$ cat config.mk
export PLATFORM = sky130hd
export DESIGN_NAME = temp_alert_config_logic
export DESIGN_NICKNAME = d
export VERILOG_FILES = /design/src/temp_alert_pkg.sv /design/src/temp_alert_config_logic.sv
export SDC_FILE = /design/constraint.sdc
export NUM_CORES = 1
export LEC_CHECK = 0
export BUFFER_PORTS_ARGS = -buffer_cell sky130_fd_sc_hd__buf_2
export CAP_MARGIN = 20
export CELL_PAD_IN_SITES_DETAIL_PLACEMENT = 1
export CELL_PAD_IN_SITES_GLOBAL_PLACEMENT = 2
export CORE_ASPECT_RATIO = 0.5
export CORE_UTILIZATION = 37
export DETAILED_ROUTE_END_ITERATION = 10
export PLACE_DENSITY = 0.79
export SLEW_MARGIN = 40
export SYNTH_ARGS = -nofsm -noshare
export SYNTH_HDL_FRONTEND = slang
export SYNTH_SLANG_ARGS = --single-unit
$ cat constraint.sdc
create_clock -name pclk -period 3.9 [get_ports pclk]
set_input_delay 0.585 -clock pclk [delete_from_list [all_inputs] [get_ports pclk]]
set_output_delay 0.585 -clock pclk [all_outputs]
set_load 0.005 [all_outputs]
$ cat src/temp_alert_pkg.sv
package temp_alert_pkg;

    // Register byte offsets
    localparam logic [7:0] OFF_CONFIG = 8'h00;
    localparam logic [7:0] OFF_HIGH_TWO = 8'h04;
    localparam logic [7:0] OFF_LOW_TWO = 8'h08;
    localparam logic [7:0] OFF_RESULT = 8'h0c;
    localparam logic [7:0] OFF_IRQ_STATUS = 8'h10;
    localparam logic [7:0] OFF_IRQ_MASK = 8'h14;

    // Configuration field positions
    localparam int PERIOD_LSB = 13;
    localparam int ONE_SHOT_BIT = 12;
    localparam int SHUTDOWN_BIT = 11;
    localparam int MODE_ONE_BIT = 8;
    localparam int LEVEL_ONE_BIT = 7;
    localparam int UPPER_TWO_BIT = 6;
    localparam int LOWER_TWO_BIT = 5;
    localparam int MODE_TWO_BIT = 4;
    localparam int LEVEL_TWO_BIT = 3;
    localparam int SOFT_RESET_BIT = 1;

    // Reset values and the bits that software can store
    localparam logic [15:0] CONFIG_RESET = 16'ha000;
    localparam logic [15:0] CONFIG_STORE_MASK = 16'he999;
    localparam logic [15:0] HIGH_TWO_RESET = 16'h7ffc;
    localparam logic [15:0] LOW_TWO_RESET = 16'h8000;
    localparam logic [15:0] LIMIT_MASK = 16'hfffc;

    // Interrupt status bit positions
    localparam int IRQ_BITS = 3;
    localparam int IRQ_CONV_DONE = 0;
    localparam int IRQ_UPPER_TWO = 1;
    localparam int IRQ_LOWER_TWO = 2;

    // Conversion periods per code, in milliseconds
    localparam int unsigned CLK_HZ = 50_000_000;
    localparam int unsigned CYCLES_PER_MS = CLK_HZ / 1000;
    localparam int unsigned CONV_PERIOD_MS [8] = '{15, 50, 100, 250, 500, 1000, 4000, 16000};

    typedef logic [31:0] period_tbl_t [8];

    function automatic period_tbl_t period_table();
        period_tbl_t t;
        for (int i = 0; i < 8; i++)
        begin
            t[i] = 32'(CONV_PERIOD_MS[i] * CYCLES_PER_MS);
        end
        return t;
    endfunction

    typedef enum logic [0:0] {conv_idle, conv_busy} conv_state_e;

endpackage

$ cat src/temp_alert_config_logic.sv
// Chosen here: the placing of the registers and the APB interface to the registers.
`timescale 1ns/10ps

// Notes on behaviour
// - Bit 7 sets alarm one active level.
// - Bit 6 flags result above high limit.
// - Window mode bit 5 flags result below low.
// - Hysteresis mode: low flag reads zero.
// - Bit 4 zero: window compare, both flags.
// - Window flags stick until configuration read.
// - Bit 4 one: set above high, clear below low.
// - Hysteresis flags change only at conversion end.
// - Bit 3 sets alarm two active level.
// - Writing one to bit 1 resets all.
// - Period code selects continuous conversion interval.
// - Period code never delays a single conversion.
module temp_alert_config_logic
    import temp_alert_pkg::*;
#(
    parameter period_tbl_t CONV_CYCLES = period_table()
)
(
    input wire logic pclk,
    input wire logic presetn,
    input wire logic ce,
    input wire logic psel,
    input wire logic penable,
    input wire logic pwrite,
    input wire logic [7:0] paddr,
    input wire logic [31:0] pwdata,
    input wire logic [3:0] pstrb,
    output logic [31:0] prdata,
    output logic pready,
    output logic pslverr,
    input wire logic conv_done,
    input wire logic [13:0] conv_result,
    input wire logic alarm_one_active,
    output logic conv_start,
    output logic alarm_out_one,
    output logic alarm_out_two,
    output logic irq
);

    logic [15:0] config_r;
    logic [15:0] high_two_r;
    logic [15:0] low_two_r;
    logic [13:0] result_r;
    logic upper_flag_two_r;
    logic lower_flag_two_r;
    logic [IRQ_BITS-1:0] irq_status_r;
    logic [IRQ_BITS-1:0] irq_mask_r;
    logic [IRQ_BITS-1:0] irq_event;
    logic soft_rst_r;
    logic [31:0] period_cnt_r;
    conv_state_e conv_state_r;
    logic [31:0] prdata_r;
    logic pready_r;
    logic pslverr_r;
    logic conv_start_r;
    logic alarm_out_one_r;
    logic alarm_out_two_r;
    logic irq_r;
    logic [31:0] rdata_nxt;
    logic mapped;
    logic wr_en;
    logic rd_en;
    logic cfg_read;
    logic one_shot_req;
    logic period_hit;
    logic above_high;
    logic below_low;
    logic hysteresis_two;
    logic lower_two_visible;
    logic upper_two_nxt;
    logic lower_two_nxt;

    // Pin level for an alarm given its active state and polarity bit
    function automatic logic drive_level(input logic active, input logic active_high);
        return active ? active_high : ~active_high;
    endfunction

    function automatic logic is_mapped(input logic [7:0] addr);
        return addr == OFF_CONFIG || addr == OFF_HIGH_TWO || addr == OFF_LOW_TWO ||
               addr == OFF_RESULT || addr == OFF_IRQ_STATUS || addr == OFF_IRQ_MASK;
    endfunction

    // One wait state: the reply is registered so every bus output comes from a flip-flop
    assign mapped = is_mapped(paddr);
    assign wr_en = psel && penable && pready_r && pwrite && mapped && (pstrb[1:0] == 2'b11);
    // Read side effects land on the edge that captures read data, so a flag set after
    // the capture survives to the next read instead of being cleared unseen
    assign rd_en = psel && penable && !pready_r && !pwrite;
    assign cfg_read = rd_en && paddr == OFF_CONFIG;
    assign hysteresis_two = config_r[MODE_TWO_BIT];
    assign lower_two_visible = lower_flag_two_r && !hysteresis_two;
    assign one_shot_req = wr_en && paddr == OFF_CONFIG && pwdata[ONE_SHOT_BIT]
                          && config_r[SHUTDOWN_BIT];
    assign period_hit = period_cnt_r >= CONV_CYCLES[config_r[15:PERIOD_LSB]] - 32'h1;

    // Limits hold the result in bits 15:2 as two's complement
    assign above_high = $signed(conv_result) > $signed(high_two_r[15:2]);
    assign below_low = $signed(conv_result) < $signed(low_two_r[15:2]);

    always_comb
    begin
        rdata_nxt = 32'h0;
        case (paddr)
            OFF_CONFIG:
            begin
                rdata_nxt[15:0] = config_r & CONFIG_STORE_MASK & ~(16'h1 << ONE_SHOT_BIT);
                rdata_nxt[UPPER_TWO_BIT] = upper_flag_two_r;
                rdata_nxt[LOWER_TWO_BIT] = lower_two_visible;
            end
            OFF_HIGH_TWO: rdata_nxt[15:0] = high_two_r;
            OFF_LOW_TWO: rdata_nxt[15:0] = low_two_r;
            OFF_RESULT: rdata_nxt[15:0] = {result_r, 2'b00};
            OFF_IRQ_STATUS: rdata_nxt[IRQ_BITS-1:0] = irq_status_r;
            OFF_IRQ_MASK: rdata_nxt[IRQ_BITS-1:0] = irq_mask_r;
            default: rdata_nxt = 32'h0;
        endcase
    end

    always_ff @(posedge pclk or negedge presetn)
    begin
        if (!presetn)
        begin
            pready_r <= 1'b0;
            pslverr_r <= 1'b0;
            prdata_r <= 32'h0;
        end
        else if (ce)
        begin
            if (psel && penable && !pready_r)
            begin
                pready_r <= 1'b1;
                pslverr_r <= !mapped;
                prdata_r <= (pwrite || !mapped) ? 32'h0 : rdata_nxt;
            end
            else
            begin
                pready_r <= 1'b0;
                pslverr_r <= 1'b0;
            end
        end
    end

    // A write of one to the reset bit takes effect one cycle later, after the bus reply
    always_ff @(posedge pclk or negedge presetn)
    begin
        if (!presetn)
            soft_rst_r <= 1'b0;
        else if (ce)
            soft_rst_r <= wr_en && paddr == OFF_CONFIG && pwdata[SOFT_RESET_BIT];
    end

    always_ff @(posedge pclk or negedge presetn)
    begin
        if (!presetn)
        begin
            config_r <= CONFIG_RESET;
            high_two_r <= HIGH_TWO_RESET;
            low_two_r <= LOW_TWO_RESET;
            irq_mask_r <= '0;
        end
        else if (ce)
        begin
            if (soft_rst_r)
            begin
                config_r <= CONFIG_RESET;
                high_two_r <= HIGH_TWO_RESET;
                low_two_r <= LOW_TWO_RESET;
                irq_mask_r <= '0;
            end
            else if (wr_en)
            begin
                case (paddr)
                    OFF_CONFIG: config_r <= pwdata[15:0] & CONFIG_STORE_MASK;
                    OFF_HIGH_TWO: high_two_r <= pwdata[15:0] & LIMIT_MASK;
                    OFF_LOW_TWO: low_two_r <= pwdata[15:0] & LIMIT_MASK;
                    OFF_IRQ_MASK: irq_mask_r <= pwdata[IRQ_BITS-1:0];
                    default: config_r <= config_r;
                endcase
            end
        end
    end

    // Continuous timer is free of the one-shot path, so a single request never waits
    always_ff @(posedge pclk or negedge presetn)
    begin
        if (!presetn)
        begin
            conv_state_r <= conv_idle;
            period_cnt_r <= 32'h0;
            conv_start_r <= 1'b0;
        end
        else if (ce)
        begin
            conv_start_r <= 1'b0;
            if (soft_rst_r)
            begin
                conv_state_r <= conv_idle;
                period_cnt_r <= 32'h0;
            end
            else
            begin
                if (config_r[SHUTDOWN_BIT] || period_hit)
                    period_cnt_r <= 32'h0;
                else
                    period_cnt_r <= period_cnt_r + 32'h1;
                case (conv_state_r)
                    conv_idle:
                    begin
                        if (one_shot_req)
                        begin
                            conv_start_r <= 1'b1;
                            conv_state_r <= conv_busy;
                        end
                        else if (!config_r[SHUTDOWN_BIT] && period_hit)
                        begin
                            conv_start_r <= 1'b1;
                            conv_state_r <= conv_busy;
                        end
                    end
                    conv_busy:
                    begin
                        if (conv_done)
                            conv_state_r <= conv_idle;
                    end
                    default: conv_state_r <= conv_idle;
                endcase
            end
        end
    end

    always_comb
    begin
        upper_two_nxt = upper_flag_two_r;
        lower_two_nxt = lower_flag_two_r;
        if (hysteresis_two)
        begin
            lower_two_nxt = 1'b0;
            if (conv_done)
            begin
                if (above_high)
                    upper_two_nxt = 1'b1;
                else if (below_low)
                    upper_two_nxt = 1'b0;
            end
        end
        else
        begin
            // A fresh crossing in the clearing read's cycle survives the read
            if (cfg_read)
            begin
                upper_two_nxt = 1'b0;
                lower_two_nxt = 1'b0;
            end
            if (conv_done && above_high)
                upper_two_nxt = 1'b1;
            if (conv_done && below_low)
                lower_two_nxt = 1'b1;
        end
    end

    // Flags in hysteresis mode ignore reads and move only with conversion results
    always_ff @(posedge pclk or negedge presetn)
    begin
        if (!presetn)
        begin
            upper_flag_two_r <= 1'b0;
            lower_flag_two_r <= 1'b0;
            result_r <= 14'h0;
        end
        else if (ce)
        begin
            if (soft_rst_r)
            begin
                upper_flag_two_r <= 1'b0;
                lower_flag_two_r <= 1'b0;
                result_r <= 14'h0;
            end
            else
            begin
                upper_flag_two_r <= upper_two_nxt;
                lower_flag_two_r <= lower_two_nxt;
                if (conv_done)
                    result_r <= conv_result;
            end
        end
    end

    assign irq_event[IRQ_CONV_DONE] = conv_done;
    assign irq_event[IRQ_UPPER_TWO] = upper_two_nxt && !upper_flag_two_r;
    assign irq_event[IRQ_LOWER_TWO] = lower_two_nxt && !lower_flag_two_r;

    // Write one to clear; a new event in the same cycle wins
    always_ff @(posedge pclk or negedge presetn)
    begin
        if (!presetn)
            irq_status_r <= '0;
        else if (ce)
        begin
            if (soft_rst_r)
                irq_status_r <= '0;
            else
            begin
                for (int i = 0; i < IRQ_BITS; i++)
                begin
                    if (irq_event[i])
                        irq_status_r[i] <= 1'b1;
                    else if (wr_en && paddr == OFF_IRQ_STATUS && pwdata[i])
                        irq_status_r[i] <= 1'b0;
                end
            end
        end
    end

    // Pins reset to the inactive level of the reset polarity, active low
    always_ff @(posedge pclk or negedge presetn)
    begin
        if (!presetn)
        begin
            alarm_out_one_r <= 1'b1;
            alarm_out_two_r <= 1'b1;
            irq_r <= 1'b0;
        end
        else if (ce)
        begin
            alarm_out_one_r <= drive_level(alarm_one_active, config_r[LEVEL_ONE_BIT]);
            alarm_out_two_r <= drive_level(upper_flag_two_r || lower_two_visible,
                                           config_r[LEVEL_TWO_BIT]);
            irq_r <= |(irq_status_r & irq_mask_r);
        end
    end

    assign prdata = prdata_r;
    assign pready = pready_r;
    assign pslverr = pslverr_r;
    assign conv_start = conv_start_r;
    assign alarm_out_one = alarm_out_one_r;
    assign alarm_out_two = alarm_out_two_r;
    assign irq = irq_r;

endmodule

==> reports/qor.yml <==
sta:
  setup_slack_ns: 0.2584
  rsz0062_at_grt: "no"
  fmax_ghz: 0.2746
  slew_headroom_pct: 47.22
  hold_viol_final: 0
  final.period_utilization_pct: 93.37
  fin_skew_ns: 0.009264
  setup_tns_ns: 0
  min_period_ns: 3.642
  setup_violations: 0
  drv_slew: 0
  worst_slew_pin_slew_ns: 0.7908
floorplan:
  dieWidth_um: 207.1
  top_level_ports: 104
  rows: 37
  die_h_um: 104.6
  coreArea_um2: 20600
  start_util_pct: 37.78
  dieArea_um2: 21660
setup_path:
  worstSetupStartpoint: "config_r[13]$_DFFE_PN1P_"
  crit_family: "compound AO/OA/AOI/OAI gates"
  path_class: "flop to flop"
  r2r-end: "period_cnt_r[9]$_DFFE_PN0P_"
  r2r-start: "config_r[13]$_DFFE_PN1P_"
  crit_fanout: 11
  crit_chain: "inv_1 -> ha_2 -> nand2_1 -> nor2_1 -> nand2_1 -> xnor2_1 -> a21oi_1 -> ha_1 -> o21ai_0 -> o21bai_1 -> a221oi_2 -> o21a_2 -> nand4_4 -> buf_4 -> o31ai_2"
  startpoint_type: "flop"
  critPathSlowestCell: "dfstp_2"
  endpoint_kind: "flop"
  cpMostUsedCell: "nand2_1"
  rr_worst_depth: 15
  crit_required_ns: 4.23
  crit_buf_inv: 2
  critPathCapture: "period_cnt_r[9]$_DFFE_PN0P_"
  crit_arrival_ns: 3.97
  critical_path_depth: 15
  cp_slowest_stage_delay_ns: 0.53
  rrSetupSlack_ns: 0.26
clocking:
  hold_buffers: 0
  clkTransAtPathRegs_ns: 0.06
  cts_buffers: 17
  clk_latency_ns: 0.42
  cts.path.max_buffers: 2
  cts_htree_levels: 4
  cts-root-buf: "clkbuf_16"
  cts_num_sinks: 115
  cts_tree: "done"
yosys:
  synthAdderAreaFrac_pct: 10.13
  synth_area_per_cell_um2: 9.754
  syn_area_um2: 7784
  synthMuxAreaShare_pct: 4.581
  yosys.area_share.simple_pct: 14.90
  synth_xor_xnor_area_share_pct: 0.5626
  synth_top_family_by_area: "compound AO/OA/AOI/OAI gates"
  seq_area_frac_synth_pct: 37.26
  synth_ff_type: "dfrtp_1"
  synthArstFlopShare_pct: 100.0
  synth-compound-area-share_pct: 25.61
  syn_inst: 798
  synth.distinct_cells: 77
  ys_ff_latch: 115
  synth-edff-count: 0
  ys.warnings.count: 0
cells_and_area:
  area_growth_pct: 16.06
  final_nets: 997
  final_common_cell: "dfrtp_1"
  layout.cells.most_common_list: "96 x dfrtp_1, 72 x nand2_1, 68 x buf_2, 62 x ha_1, 51 x inv_1"
  fillers: 2354
  antenna_cells: 0
  drive_gt1_share_pct: 21.91
drt:
  viasPerCell: 5.845
  dr.pass1.iters: 6
  drc: 0
  vias: 6745
  antenna_left: 0
  wire_per_inst_um: 21.62
  drt_iter0_drc: 354
  routed_wl_um: 24950
global_route:
  grtUsageTotal_pct: 23.80
  grt_antenna_before_repair: 0
  grt.overflow.total: 0
  grt_pass1_vias: 7055
  grt_pass1_wl_um: 40290
  grt_max_degree: 75
placed_design:
  place_ws_ns: 0.1691
  place.gp.congestion: 0.8605
  portBuffers: 69
  hpwlAfterDp_um: 16840
power:
  p_leak_nw: 4.055
  power_density_nw_per_um2: 472.9
  ir_drop_v: 0.0002847
worst_hold_path:
  hold_path_class: "input port to async pin"
job:
  drv_cap: 0
status:
  status: "finished clean"
per-stage QoR:
step                cells  util (%)  area (µm²)  hold WS, ns  power, W
finish               1154     43.85        9034       0.1617  0.004272
CTS                  1154     43.83        9029       0.1820  0.004301
global route         1154     43.85        9034       0.2192  0.004500
detailed placement   1122     40.84        8413       0.4770  0.002606
floorplan             815         -        7848       0.2894  0.002271
global placement     1122     40.84        8413       0.4602  0.002543
final cells by class:
| type | instances | area [µm²] | share of cell area (%) |
|---|---|---|---|
| timing repair buffer | 94 | 560.5 | 6.205 |
| sequential | 115 | 2902 | 32.12 |
| clock inverter | 7 | 120.1 | 1.330 |
| tap | 273 | 341.6 | 3.781 |
| clock buffer | 25 | 495.5 | 5.485 |
| multi-input combinational | 589 | 4423 | 48.96 |
| inverter | 51 | 191.4 | 2.119 |
worst register-to-register path, stage by stage (launching register included):
cell      delay, ns
dfstp_2        0.53
inv_1          0.11
ha_2           0.45
nand2_1        0.07
nor2_1         0.14
nand2_1        0.08
xnor2_1        0.13
a21oi_1        0.17
ha_1           0.26
o21ai_0        0.15
o21bai_1       0.10
a221oi_2       0.39
o21a_2         0.22
nand4_4        0.26
buf_4          0.29
o31ai_2        0.21
logic make-up after synthesis:
family | after synthesis
AOI/OAI and AO/OA | 254
DFF | 115
xor gates and xnor gates | 5
other | 2
buffers and inverters | 111
muxes | 22
adders and majority gates | 63
and+or+nand+nor | 226
worst min-delay path by stage:
stage	from	endpoint	depth (start not counted)
2_1_floorplan	presetn	config_r[0]$_DFFE_PN0P_	0
3_3_place_gp	conv_state_r$_DFFE_PN0P_	conv_state_r$_DFFE_PN0P_	2
3_5_place_dp	conv_state_r$_DFFE_PN0P_	conv_state_r$_DFFE_PN0P_	2
4_1_cts	presetn	period_cnt_r[15]$_DFFE_PN0P_	1
5_1_grt	presetn	period_cnt_r[17]$_DFFE_PN0P_	1
6_report	presetn	period_cnt_r[15]$_DFFE_PN0P_	1
routing by layer:
metal	share of wire (%)	track usage (%)	up-vias
li1	-	-	3122
met1	47	31.48	3519
met2	50	41.36	92
met3	2.6	3.216	12
met4	0.51	5.597	0
met5	0	0	-
synthesized netlist by cell type (all sizes together) (5+ instances only):
cell	instances	area [µm²]
dfrtp	97	2427
nand2	73	276.5
ha	63	788.3
o21ai	54	274.0
inv	51	191.4
nor2	46	175.2
a22o	36	315.3
buf	36	252.7
a21oi	26	130.1
clkbuf	24	90.09
nand4	23	158.9
nand3	21	110.1
dfstp	18	473.0
o2bb2ai	18	157.7
o41ai	18	217.7
a22oi	16	120.1
nor3	15	86.34
nor2b	14	87.58
o31ai	13	132.6
o22a	12	105.1
a21o	10	75.07
and3	10	62.56
mux4	10	225.2
mux2	9	101.4
a211oi	7	52.55
a32oi	5	43.79
nand2b	5	31.28
o41a	5	56.30
xnor2	5	43.79
power breakdown:
part	internal, W	switching (W)	leakage [nW]	total [W]
Combinational	0.000462	0.000542	2.32	0.00100
Clock	0.00108	0.000586	0.298	0.00166
Sequential	0.00137	0.000235	1.44	0.00161
registers in the layout (all words and copies together), names as in the netlist:
register          count
period_cnt_r         32
prdata               16
high_two_r           14
low_two_r            14
result_r             14
config_r              9
irq_mask_r            3
irq_status_r          3
alarm_out_one         1
alarm_out_two         1
conv_start            1
conv_state_r          1
irq                   1
lower_flag_two_r      1
pready                1
pslverr               1
soft_rst_r            1
upper_flag_two_r      1
repair_timing:
item                       CTS  global route
buffers inserted             0             0
setup endpoints to repair    0            12
resized for setup            0             2
No activity file was read; power rests on OpenSTA's default activity.
